## src/hw/splp_pkg.sv

```systemverilog
// Shared constants, register map, commands and types for the sector protection lock block
package splp_pkg;
   // Clock and timing
   localparam int unsigned CLK_MHZ = 100;
   localparam int unsigned UNLOCK_DELAY_US = 100;
   localparam int unsigned UNLOCK_TOL_US = 20;
   localparam int unsigned UNLOCK_CYCLES = UNLOCK_DELAY_US * CLK_MHZ;
   localparam int unsigned PGM_CYCLES = 16;
   localparam int unsigned NUM_SECTORS = 256;

   // Register byte offsets on the Avalon-MM slave
   localparam logic [5:0] OFS_CMD = 6'h00;
   localparam logic [5:0] OFS_ARG = 6'h04;
   localparam logic [5:0] OFS_DATA_LO = 6'h08;
   localparam logic [5:0] OFS_DATA_HI = 6'h0c;
   localparam logic [5:0] OFS_STATUS = 6'h10;
   localparam logic [5:0] OFS_MODE = 6'h14;
   localparam logic [5:0] OFS_PW_LO = 6'h18;
   localparam logic [5:0] OFS_PW_HI = 6'h1c;
   localparam logic [5:0] OFS_SECTOR = 6'h20;

   // Command codes written to the low nibble of the command register
   localparam logic [3:0] CMD_CLR_LOCK = 4'h1;
   localparam logic [3:0] CMD_PGM_PERS = 4'h2;
   localparam logic [3:0] CMD_ERASE_PERS = 4'h3;
   localparam logic [3:0] CMD_WRITE_VOL = 4'h4;
   localparam logic [3:0] CMD_PGM_PW = 4'h5;
   localparam logic [3:0] CMD_UNLOCK = 4'h6;
   localparam logic [3:0] CMD_PGM_MODE = 4'h7;
   localparam logic [3:0] CMD_SW_RESET = 4'h8;
   localparam logic [3:0] CMD_CLR_ERR = 4'h9;

   // Field positions
   localparam int unsigned ARG_VAL_BIT = 8;
   localparam int unsigned MODE_PERS_BIT = 1;
   localparam int unsigned MODE_PW_BIT = 2;

   // Reset values
   localparam logic [2:0] MODE_RST = 3'h7;
   localparam logic [63:0] PW_RST = 64'hffff_ffff_ffff_ffff;

   // Status word, low bits first: busy, program error, protection error, lock, password mode
   typedef struct packed {
      logic pw_mode;
      logic lock;
      logic prot_err;
      logic prog_err;
      logic busy;
   } splp_status_s;

   typedef enum logic [2:0] {
      ST_IDLE = 3'b001,
      ST_PGM = 3'b010,
      ST_UNLK = 3'b100
   } splp_state_e;
endpackage : splp_pkg

```

## src/hw/splp_core.sv

```systemverilog
// Sector protection lock and password unlock logic with an Avalon-MM register slave
// Behaviour
// - A volatile lock bit guards all persistent bits; 0 blocks changes, 1 allows.
// - Persistent program or erase fails unchanged while the lock bit is 0.
// - Persistent mode sets the lock bit to 1 at power-up and hardware reset.
// - Persistent mode: once lock is 0 no command returns it to 1.
// - Password mode clears lock at power-up and reset; only unlock sets it. Here power-up reloads persistent mode and sets lock to 1.
// - Volatile bits return to unprotected after power cycle, software or hardware reset.
// - A sector is unprotected only when persistent and volatile bits are both 1.
// - Volatile bits change regardless of lock; persistent bits only while lock is 1.
// - Software reset leaves the lock bit unchanged in persistent mode.
// - A command clears the lock bit; none sets it in persistent mode.
// - Password mode: matching full 64-bit password unlock sets the lock bit.
// - Password sits in its own space, reset to all ones, program and read commands.
// - After mode register bit 2 is programmed 0, password program and read ignored.
// - Password programming only clears cells; a 1 over a 0 stays 0, no error.
// - Mode register bits are one-time programmable and never erased. Here power-up reset reloads MODE_RST.
// - Password mismatch sets program and protection errors and keeps lock at 0.
// - Unlock accepted at most once per 100 us; busy stays 1 meanwhile.
// - A correct password clears busy without the rate-limiting delay.
// - Any 64-bit value is a legal password.
// - Persistent bits are programmed to 0 singly and erased to 1 all together.
// - Volatile write sets 0 to protect, 1 to unprotect; effective where persistent is 1.
module splp_core #(
   parameter int unsigned NUM_SECTORS = splp_pkg::NUM_SECTORS,
   parameter int unsigned UNLOCK_CYCLES = splp_pkg::UNLOCK_CYCLES,
   parameter int unsigned PGM_CYCLES = splp_pkg::PGM_CYCLES
) (
   input wire logic mclk_i,
   input wire logic rst_n_i,
   input wire logic hw_rst_n_i,
   input wire logic [5:0] avs_address_i,
   input wire logic avs_read_i,
   input wire logic avs_write_i,
   input wire logic [31:0] avs_writedata_i,
   input wire logic [3:0] avs_byteenable_i,
   output logic [31:0] avs_readdata_o,
   output logic avs_waitrequest_o,
   output logic [NUM_SECTORS-1:0] sector_unprot_o,
   output logic lock_o,
   output logic write_in_progress_flag_o,
   output logic password_mode_o
);
   localparam int unsigned SW = $clog2(NUM_SECTORS);
   localparam int unsigned MAXC = (UNLOCK_CYCLES > PGM_CYCLES) ? UNLOCK_CYCLES : PGM_CYCLES;
   localparam int unsigned CW = $clog2(MAXC + 1);

   // Storage and control state
   logic ack_r;
   logic [31:0] rdata_r;
   logic [31:0] rdata_nxt;
   logic hw_meta_r;
   logic hw_sync_r;
   logic lock_r;
   logic prog_err_r;
   logic prot_err_r;
   logic [NUM_SECTORS-1:0] persistent_protect_bit_r;
   logic [NUM_SECTORS-1:0] volatile_protect_bit_r;
   logic [NUM_SECTORS-1:0] unprot_r;
   logic [63:0] password_r;
   logic [2:0] protection_mode_register_r;
   logic [31:0] data_lo_r;
   logic [31:0] data_hi_r;
   logic [31:0] arg_r;
   logic [CW-1:0] cnt_r;
   splp_pkg::splp_state_e state_r;
   splp_pkg::splp_status_s status;

   // Decoded strobes
   logic hw_rst_act;
   logic wr_fire;
   logic cmd_go;
   logic [3:0] cmd;
   logic [SW-1:0] sec_idx;
   logic pw_mode;
   logic pw_locked;
   logic pw_match;
   logic unlock_go;
   logic pers_change;
   logic pers_fail;
   logic pw_fail;
   logic err_set;

   // Avalon answer: every access waits exactly one cycle so read data can be registered
   assign avs_waitrequest_o = (avs_read_i | avs_write_i) & ~ack_r;
   assign avs_readdata_o = rdata_r;

   always_ff @(posedge mclk_i or negedge rst_n_i)
   begin
      if (!rst_n_i)
         ack_r <= 1'b0;
      else
         ack_r <= (avs_read_i | avs_write_i) & ~ack_r;
   end

   // Hardware reset pin is asynchronous to mclk_i, so it passes two flops first
   always_ff @(posedge mclk_i or negedge rst_n_i)
   begin
      if (!rst_n_i)
      begin
         hw_meta_r <= 1'b1;
         hw_sync_r <= 1'b1;
      end
      else
      begin
         hw_meta_r <= hw_rst_n_i;
         hw_sync_r <= hw_meta_r;
      end
   end

   assign hw_rst_act = ~hw_sync_r;
   assign wr_fire = avs_write_i & ack_r;
   assign cmd = avs_writedata_i[3:0];
   // Commands are only taken while idle; a command issued during busy is dropped
   assign cmd_go = wr_fire & (avs_address_i == splp_pkg::OFS_CMD) & avs_byteenable_i[0]
                   & (state_r == splp_pkg::ST_IDLE) & ~hw_rst_act;
   assign sec_idx = arg_r[SW-1:0];
   assign pw_mode = ~protection_mode_register_r[splp_pkg::MODE_PW_BIT];
   assign pw_locked = ~protection_mode_register_r[splp_pkg::MODE_PW_BIT];
   // Every 64-bit pattern is compared as-is, with no reserved values
   assign pw_match = ({data_hi_r, data_lo_r} == password_r);
   assign unlock_go = cmd_go & (cmd == splp_pkg::CMD_UNLOCK) & pw_mode;
   assign pers_change = cmd_go & ((cmd == splp_pkg::CMD_PGM_PERS) | (cmd == splp_pkg::CMD_ERASE_PERS));
   assign pers_fail = pers_change & ~lock_r;
   assign pw_fail = unlock_go & ~pw_match;
   assign err_set = pers_fail | pw_fail;

   // Lock bit: reset value follows the mode, only unlock may raise it in password mode
   always_ff @(posedge mclk_i or negedge rst_n_i)
   begin
      if (!rst_n_i)
         lock_r <= 1'b1;
      else if (hw_rst_act)
         lock_r <= protection_mode_register_r[splp_pkg::MODE_PW_BIT];
      else if (cmd_go & (cmd == splp_pkg::CMD_CLR_LOCK))
         lock_r <= 1'b0;
      else if (unlock_go & pw_match)
         lock_r <= 1'b1;
   end

   // Error flags are sticky; a new error beats a clear in the same cycle
   always_ff @(posedge mclk_i or negedge rst_n_i)
   begin
      if (!rst_n_i)
      begin
         prog_err_r <= 1'b0;
         prot_err_r <= 1'b0;
      end
      else if (hw_rst_act)
      begin
         prog_err_r <= 1'b0;
         prot_err_r <= 1'b0;
      end
      else if (err_set)
      begin
         prog_err_r <= 1'b1;
         prot_err_r <= 1'b1;
      end
      else if (cmd_go & (cmd == splp_pkg::CMD_CLR_ERR))
      begin
         prog_err_r <= 1'b0;
         prot_err_r <= 1'b0;
      end
   end

   // Volatile bits come up unprotected and can be written at any lock state
   always_ff @(posedge mclk_i or negedge rst_n_i)
   begin
      if (!rst_n_i)
         volatile_protect_bit_r <= '1;
      else if (hw_rst_act | (cmd_go & (cmd == splp_pkg::CMD_SW_RESET)))
         volatile_protect_bit_r <= '1;
      else if (cmd_go & (cmd == splp_pkg::CMD_WRITE_VOL))
         volatile_protect_bit_r[sec_idx] <= arg_r[splp_pkg::ARG_VAL_BIT];
   end

   // Persistent bits survive hardware reset; power-up, or the erase command while lock is 1, returns them to erased
   always_ff @(posedge mclk_i or negedge rst_n_i)
   begin
      if (!rst_n_i)
         persistent_protect_bit_r <= '1;
      else if (pers_change & lock_r & (cmd == splp_pkg::CMD_ERASE_PERS))
         persistent_protect_bit_r <= '1;
      else if (pers_change & lock_r)
         persistent_protect_bit_r[sec_idx] <= 1'b0;
   end

   // Per-sector protection state, registered so the output vector is glitch free
   genvar g;
   generate
      for (g = 0; g < NUM_SECTORS; g++)
      begin : g_sec
         always_ff @(posedge mclk_i or negedge rst_n_i)
         begin
            if (!rst_n_i)
               unprot_r[g] <= 1'b1;
            else
               unprot_r[g] <= persistent_protect_bit_r[g] & volatile_protect_bit_r[g];
         end
      end
   endgenerate

   assign sector_unprot_o = unprot_r;

   // Password space: programming can only clear cells, and it closes once the mode locks
   always_ff @(posedge mclk_i or negedge rst_n_i)
   begin
      if (!rst_n_i)
         password_r <= splp_pkg::PW_RST;
      else if (cmd_go & (cmd == splp_pkg::CMD_PGM_PW) & ~pw_locked)
         password_r <= password_r & {data_hi_r, data_lo_r};
   end

   // Mode bits are one-time programmable: AND only, only the power-up reset sets them back to MODE_RST
   always_ff @(posedge mclk_i or negedge rst_n_i)
   begin
      if (!rst_n_i)
         protection_mode_register_r <= splp_pkg::MODE_RST;
      else if (cmd_go & (cmd == splp_pkg::CMD_PGM_MODE))
         protection_mode_register_r <= protection_mode_register_r
                                       & {data_lo_r[2:1], 1'b1};
   end

   // Argument and data words, honouring byte enables
   always_ff @(posedge mclk_i or negedge rst_n_i)
   begin
      if (!rst_n_i)
      begin
         arg_r <= 32'h0000_0000;
         data_lo_r <= 32'h0000_0000;
         data_hi_r <= 32'h0000_0000;
      end
      else if (wr_fire)
      begin
         for (int b = 0; b < 4; b++)
         begin
            if (avs_byteenable_i[b])
            begin
               if (avs_address_i == splp_pkg::OFS_ARG)
                  arg_r[b*8 +: 8] <= avs_writedata_i[b*8 +: 8];
               if (avs_address_i == splp_pkg::OFS_DATA_LO)
                  data_lo_r[b*8 +: 8] <= avs_writedata_i[b*8 +: 8];
               if (avs_address_i == splp_pkg::OFS_DATA_HI)
                  data_hi_r[b*8 +: 8] <= avs_writedata_i[b*8 +: 8];
            end
         end
      end
   end

   // Busy sequencer; a failed unlock holds busy for the full delay to slow guessing
   always_ff @(posedge mclk_i or negedge rst_n_i)
   begin
      if (!rst_n_i)
      begin
         state_r <= splp_pkg::ST_IDLE;
         cnt_r <= '0;
      end
      else if (hw_rst_act)
      begin
         state_r <= splp_pkg::ST_IDLE;
         cnt_r <= '0;
      end
      else
      begin
         case (state_r)
            splp_pkg::ST_IDLE:
            begin
               if (unlock_go & pw_match)
               begin
                  state_r <= splp_pkg::ST_UNLK;
                  cnt_r <= '0;
               end
               else if (unlock_go)
               begin
                  state_r <= splp_pkg::ST_UNLK;
                  cnt_r <= CW'(UNLOCK_CYCLES - 1);
               end
               else if ((pers_change & lock_r) | (cmd_go & ((cmd == splp_pkg::CMD_PGM_MODE)
                        | ((cmd == splp_pkg::CMD_PGM_PW) & ~pw_locked))))
               begin
                  state_r <= splp_pkg::ST_PGM;
                  cnt_r <= CW'(PGM_CYCLES - 1);
               end
            end
            splp_pkg::ST_PGM,
            splp_pkg::ST_UNLK:
            begin
               if (cnt_r == '0)
                  state_r <= splp_pkg::ST_IDLE;
               else
                  cnt_r <= cnt_r - 1'b1;
            end
            default:
            begin
               state_r <= splp_pkg::ST_IDLE;
               cnt_r <= '0;
            end
         endcase
      end
   end

   // Status word gathered in its carrier
   always_comb
   begin
      status.pw_mode = pw_mode;
      status.lock = lock_r;
      status.prot_err = prot_err_r;
      status.prog_err = prog_err_r;
      status.busy = (state_r != splp_pkg::ST_IDLE);
   end

   assign lock_o = lock_r;
   assign write_in_progress_flag_o = status.busy;
   assign password_mode_o = pw_mode;

   // Read mux; unmapped offsets and a locked password region read as zero
   always_comb
   begin
      rdata_nxt = 32'h0000_0000;
      case (avs_address_i)
         splp_pkg::OFS_ARG: rdata_nxt = arg_r;
         splp_pkg::OFS_DATA_LO: rdata_nxt = data_lo_r;
         splp_pkg::OFS_DATA_HI: rdata_nxt = data_hi_r;
         splp_pkg::OFS_STATUS: rdata_nxt = {27'h0, status};
         splp_pkg::OFS_MODE: rdata_nxt = {29'h0, protection_mode_register_r};
         splp_pkg::OFS_PW_LO: rdata_nxt = pw_locked ? 32'h0000_0000 : password_r[31:0];
         splp_pkg::OFS_PW_HI: rdata_nxt = pw_locked ? 32'h0000_0000 : password_r[63:32];
         splp_pkg::OFS_SECTOR: rdata_nxt = {29'h0, unprot_r[sec_idx], volatile_protect_bit_r[sec_idx],
                                            persistent_protect_bit_r[sec_idx]};
         default: rdata_nxt = 32'h0000_0000;
      endcase
   end

   // Read data is loaded in the wait cycle so it stands at the answering edge
   always_ff @(posedge mclk_i or negedge rst_n_i)
   begin
      if (!rst_n_i)
         rdata_r <= 32'h0000_0000;
      else if (avs_read_i & ~ack_r)
         rdata_r <= rdata_nxt;
   end
endmodule : splp_core

```

## config.mk

```make
export PLATFORM = sky130hd
export DESIGN_NAME = splp_core
export DESIGN_NICKNAME = d
export VERILOG_FILES = /design/src/hw/splp_pkg.sv /design/src/hw/splp_core.sv
export SDC_FILE = /design/constraint.sdc
export NUM_CORES = 2
export LEC_CHECK = 0
export ABC_AREA = 1
export BUFFER_PORTS_ARGS = -buffer_cell sky130_fd_sc_hd__buf_2
export CAP_MARGIN = 30
export CORE_MARGIN = 4
export CORE_UTILIZATION = 45
export CTS_CLUSTER_DIAMETER = 30
export DETAILED_ROUTE_END_ITERATION = 10
export RECOVER_POWER = 100
export SYNTH_ARGS = -nofsm -noshare
export SYNTH_HDL_FRONTEND = slang
export SYNTH_SLANG_ARGS = --single-unit
export TNS_END_PERCENT = 20
```

## constraint.sdc

```tcl
create_clock -name mclk_i -period 1.8 [get_ports mclk_i]
set_clock_uncertainty 0.1 [all_clocks]
set_input_delay 0.45 -clock mclk_i [delete_from_list [all_inputs] [get_ports mclk_i]]
set_output_delay 0.45 -clock mclk_i [all_outputs]
set_load 0.01 [all_outputs]
```

==> results.cfg <==
[status]
outcome = finished with violations
failed_checks = negative setup slack

[power]
p_int_mw = 55.61
power_mw = 75.33
p_sw_mw = 19.72
sequentialPowerShare_pct = 30.2
max-vdd-ir-drop_mv = 0.8567
comb_power_share_pct = 10.7
p_leak_nw = 39.40
switching_share_pct = 26.18
power.density_nw_per_um2 = 968.7
clock_power_share_pct = 59.1

[hold_path]
min_from = avs_read_i
holdPathStages = 6
worstHoldEndpoint = avs_readdata_o[4]
hold_class = in2reg

[floorplanning]
rows = 122
io_pins = 339
dieArea_um2 = 117000
start_util_pct = 45.38
core_area_um2 = 110700
die_y_um = 342.1
die_w_um = 342.1

[timing]
min_period_ns = 2.721
rsz0062_at_grt = true
worstMarginPinSlew_ns = 0.8790
fin_crit_sh_pct = 151.2
max_freq_mhz = 367.5
finalSetupViolCount = 1174
relSlewSlack_pct = 41.40
setup_ws_ns = -0.9209
hold_viol_final = 0
drv_slew = 0

[routing]
avgViaCountPerCell = 5.776
detail-route-antenna-nets = 0
drc = 0
drt-total-wl_mm = 228.3
post_drt_wl_per_cell_um = 24.10
drtIter0Drc = 5923
firstDrtPassIters = 7
vias = 54704

[synthesis]
synth_edf_count = 0
ys_types = 40
yosysTopAreaCellShare_pct = 43.84
synth_warnings = 0
yosysSeqAreaShare_pct = 51.12
ys_seq_elements = 984
syn_nets = 6494
synth_area_leaders = dfstp_2 (44%), nand2_1 (19%), dfrtp_1 (7.3%)
syn-cell-area_um2 = 50220
yosysTopAreaCell = dfstp_2
async_reset_ff_share_pct = 100.0
syn_inst = 6381
synth_area_per_cell_um2 = 7.870
ys.flop_type = dfstp_2

[clock_tree]
cts_tree = yes
clk_pin_slew_ns = 0.05
htree_levels = 4
cts-root-buf = clkbuf_16
cts_sinks = 984
cts_buffers = 236
cts_max_path_buffers = 3
worst_skew_pair.late_latency_ns = 0.85

[placement]
hpwlAfterDp_mm = 122.6
dp_cells = 8737
gp_congestion = 0.9090
port_buffers = 338

[critical_path]
ff2ff_setup_slack_ns = -0.92
r2r_start = arg_r[0]
crit_arrival_ns = 3.33
crit_type = reg2reg
timing.rr.end = avs_readdata_o[1]
cp_max_fo = 15
critical_path_required_ns = 2.41
ff2ff_path_depth = 20
endpoint_kind = flop
critPathLaunchType = flop

[final_layout]
seqCellArea_um2 = 25680
final_nets = 7887
drive_above_1_share_pct = 40.75
layout_common_cells = nand2_1 (2536), buf_4 (846), dfstp_2 (733)
fillers = 7908
final_common_cell = nand2_1
instances_no_fill = 9471
layout-area-overhead-vs-synth_pct = 54.85
multi_input_area_um2 = 23680

[global_route]
antenna_found_initial = 5
grt_pass1_wl_mm = 323.5
overflow = 0
grt_util_all_layers_pct = 35.88
grt_pass1_vias = 53513
grt_max_degree = 82

[job]
cap_viol_max_count = 0
cell usage after synthesis, types with 64 or more instances:
cell type / number
nand3_1: 232
nor2_1: 188
mux2i_1: 64
ha_1: 66
a31oi_1: 257
clkbuf_1: 276
o21ai_0: 379
dfrtp_1: 146
nand2_1: 2569
buf_2: 101
inv_1: 410
o21ai_1: 549
dfstp_2: 838
worst max-delay path, cell delays in order, from the launching register on:
cell and delay [ns]:
dfrtp_4 0.57, inv_12 0.11, buf_16 0.18, buf_12 0.16, nand2_1 0.06, nand2_1 0.05
nand2_1 0.06, nand3_1 0.07, nand2_1 0.11, nand2_1 0.11, nor2_1 0.20, buf_4 0.17
nor2_1 0.04, nor2_1 0.12, nand2_1 0.06, nand2_1 0.06, nand2_1 0.06, o21ai_2 0.12
nand2_1 0.06, nand2_1 0.05, nand2_1 0.06
metrics by stage:
step                utilization [%]  instance area [um^2]  worst slack, ns  hold WS, ns  setup TNS (ns)
finish                        70.27                 77770          -0.9209      0.04593         -450.49
CTS                           67.54                 74740          -0.7156     0.008268         -384.68
global route                  70.27                 77770           -1.024      0.06811         -537.91
floorplan                         -                 50260          -0.1660      0.05441          -89.06
detailed placement            55.27                 61160          -0.9708       0.2500         -405.58
global placement              55.27                 61160          -0.9493       0.2490         -391.13
state kept, by name, summed over array words and instances (netlist names):
name                        flops
ack_r                           1
arg_r                          32
avs_readdata_o                 32
cnt_r                          14
data_hi_r                      32
data_lo_r                      32
hw_meta_r                       1
hw_sync_r                       1
lock_o                          1
password_r                     64
persistent_protect_bit_r      256
prot_err_r                      1
protection_mode_register_r      2
sector_unprot_o               256
state_r                         3
volatile_protect_bit_r        256
how the worst max path moves through the flow:
stage | startpoint | end | slack (ns) | cells after the start
global placement | avs_byteenable_i[0] | volatile_protect_bit_r[69] | -0.95 | 11
detailed placement | avs_write_i | volatile_protect_bit_r[68] | -0.97 | 11
finish | arg_r[0] | avs_readdata_o[1] | -0.92 | 20
CTS | arg_r[0] | avs_readdata_o[2] | -0.72 | 18
global route | arg_r[0] | avs_readdata_o[1] | -1.02 | 20
floorplan | state_r[0] | persistent_protect_bit_r[0] | -0.17 | 10
routing by layer:
metal | global-route usage [%] | wire length (um)
met1 | 45.65 | 83470
met2 | 54.81 | 99660
met3 | 9.198 | 26860
met4 | 22.34 | 18250
met5 | 0 | 34
area by class of cell:
type	count	area share, %
sequential	984	33.03
multi-input combinational	4505	30.45
timing repair buffer	1620	21.08
clock buffer	298	8.395
clock inverter	147	2.526
tap	1488	2.394
inverter	426	2.114
timing repair inverter	1	0.01126
antenna	2	0.006436
what timing repair did:
item                                    CTS  global route
gates cloned                             82            54
hold buffers                             34             0
endpoints found under the setup margin  890           898
endpoints found under the hold margin   339             0
resized for setup                       387           461
setup buffers                            87            75
pin swaps                                86           176
cell families after synthesis:
kind of cell             after synthesis  share of synthesized area [%]
multiplexers                          64                          1.276
flip-flops                           984                          51.12
XOR/XNOR                               5                        0.08720
buffers and inverters                894                          7.801
AO/OA/AOI/OAI                       1267                          13.73
AND/OR/NAND/NOR                     3101                          24.34
adder cells (fa/ha/maj)               66                          1.644
power groups by stage:
stage	Clock, mW	Sequential (mW)	Combinational (mW)
after global placement	0	23.0	5.45
after floorplan	0	23.0	2.61
after global routing	46.1	22.8	8.46
after CTS	44.7	22.8	7.18
after detailed placement	0	23.0	5.52
final	44.5	22.8	8.05
No activity file was read; power rests on OpenSTA's default activity.
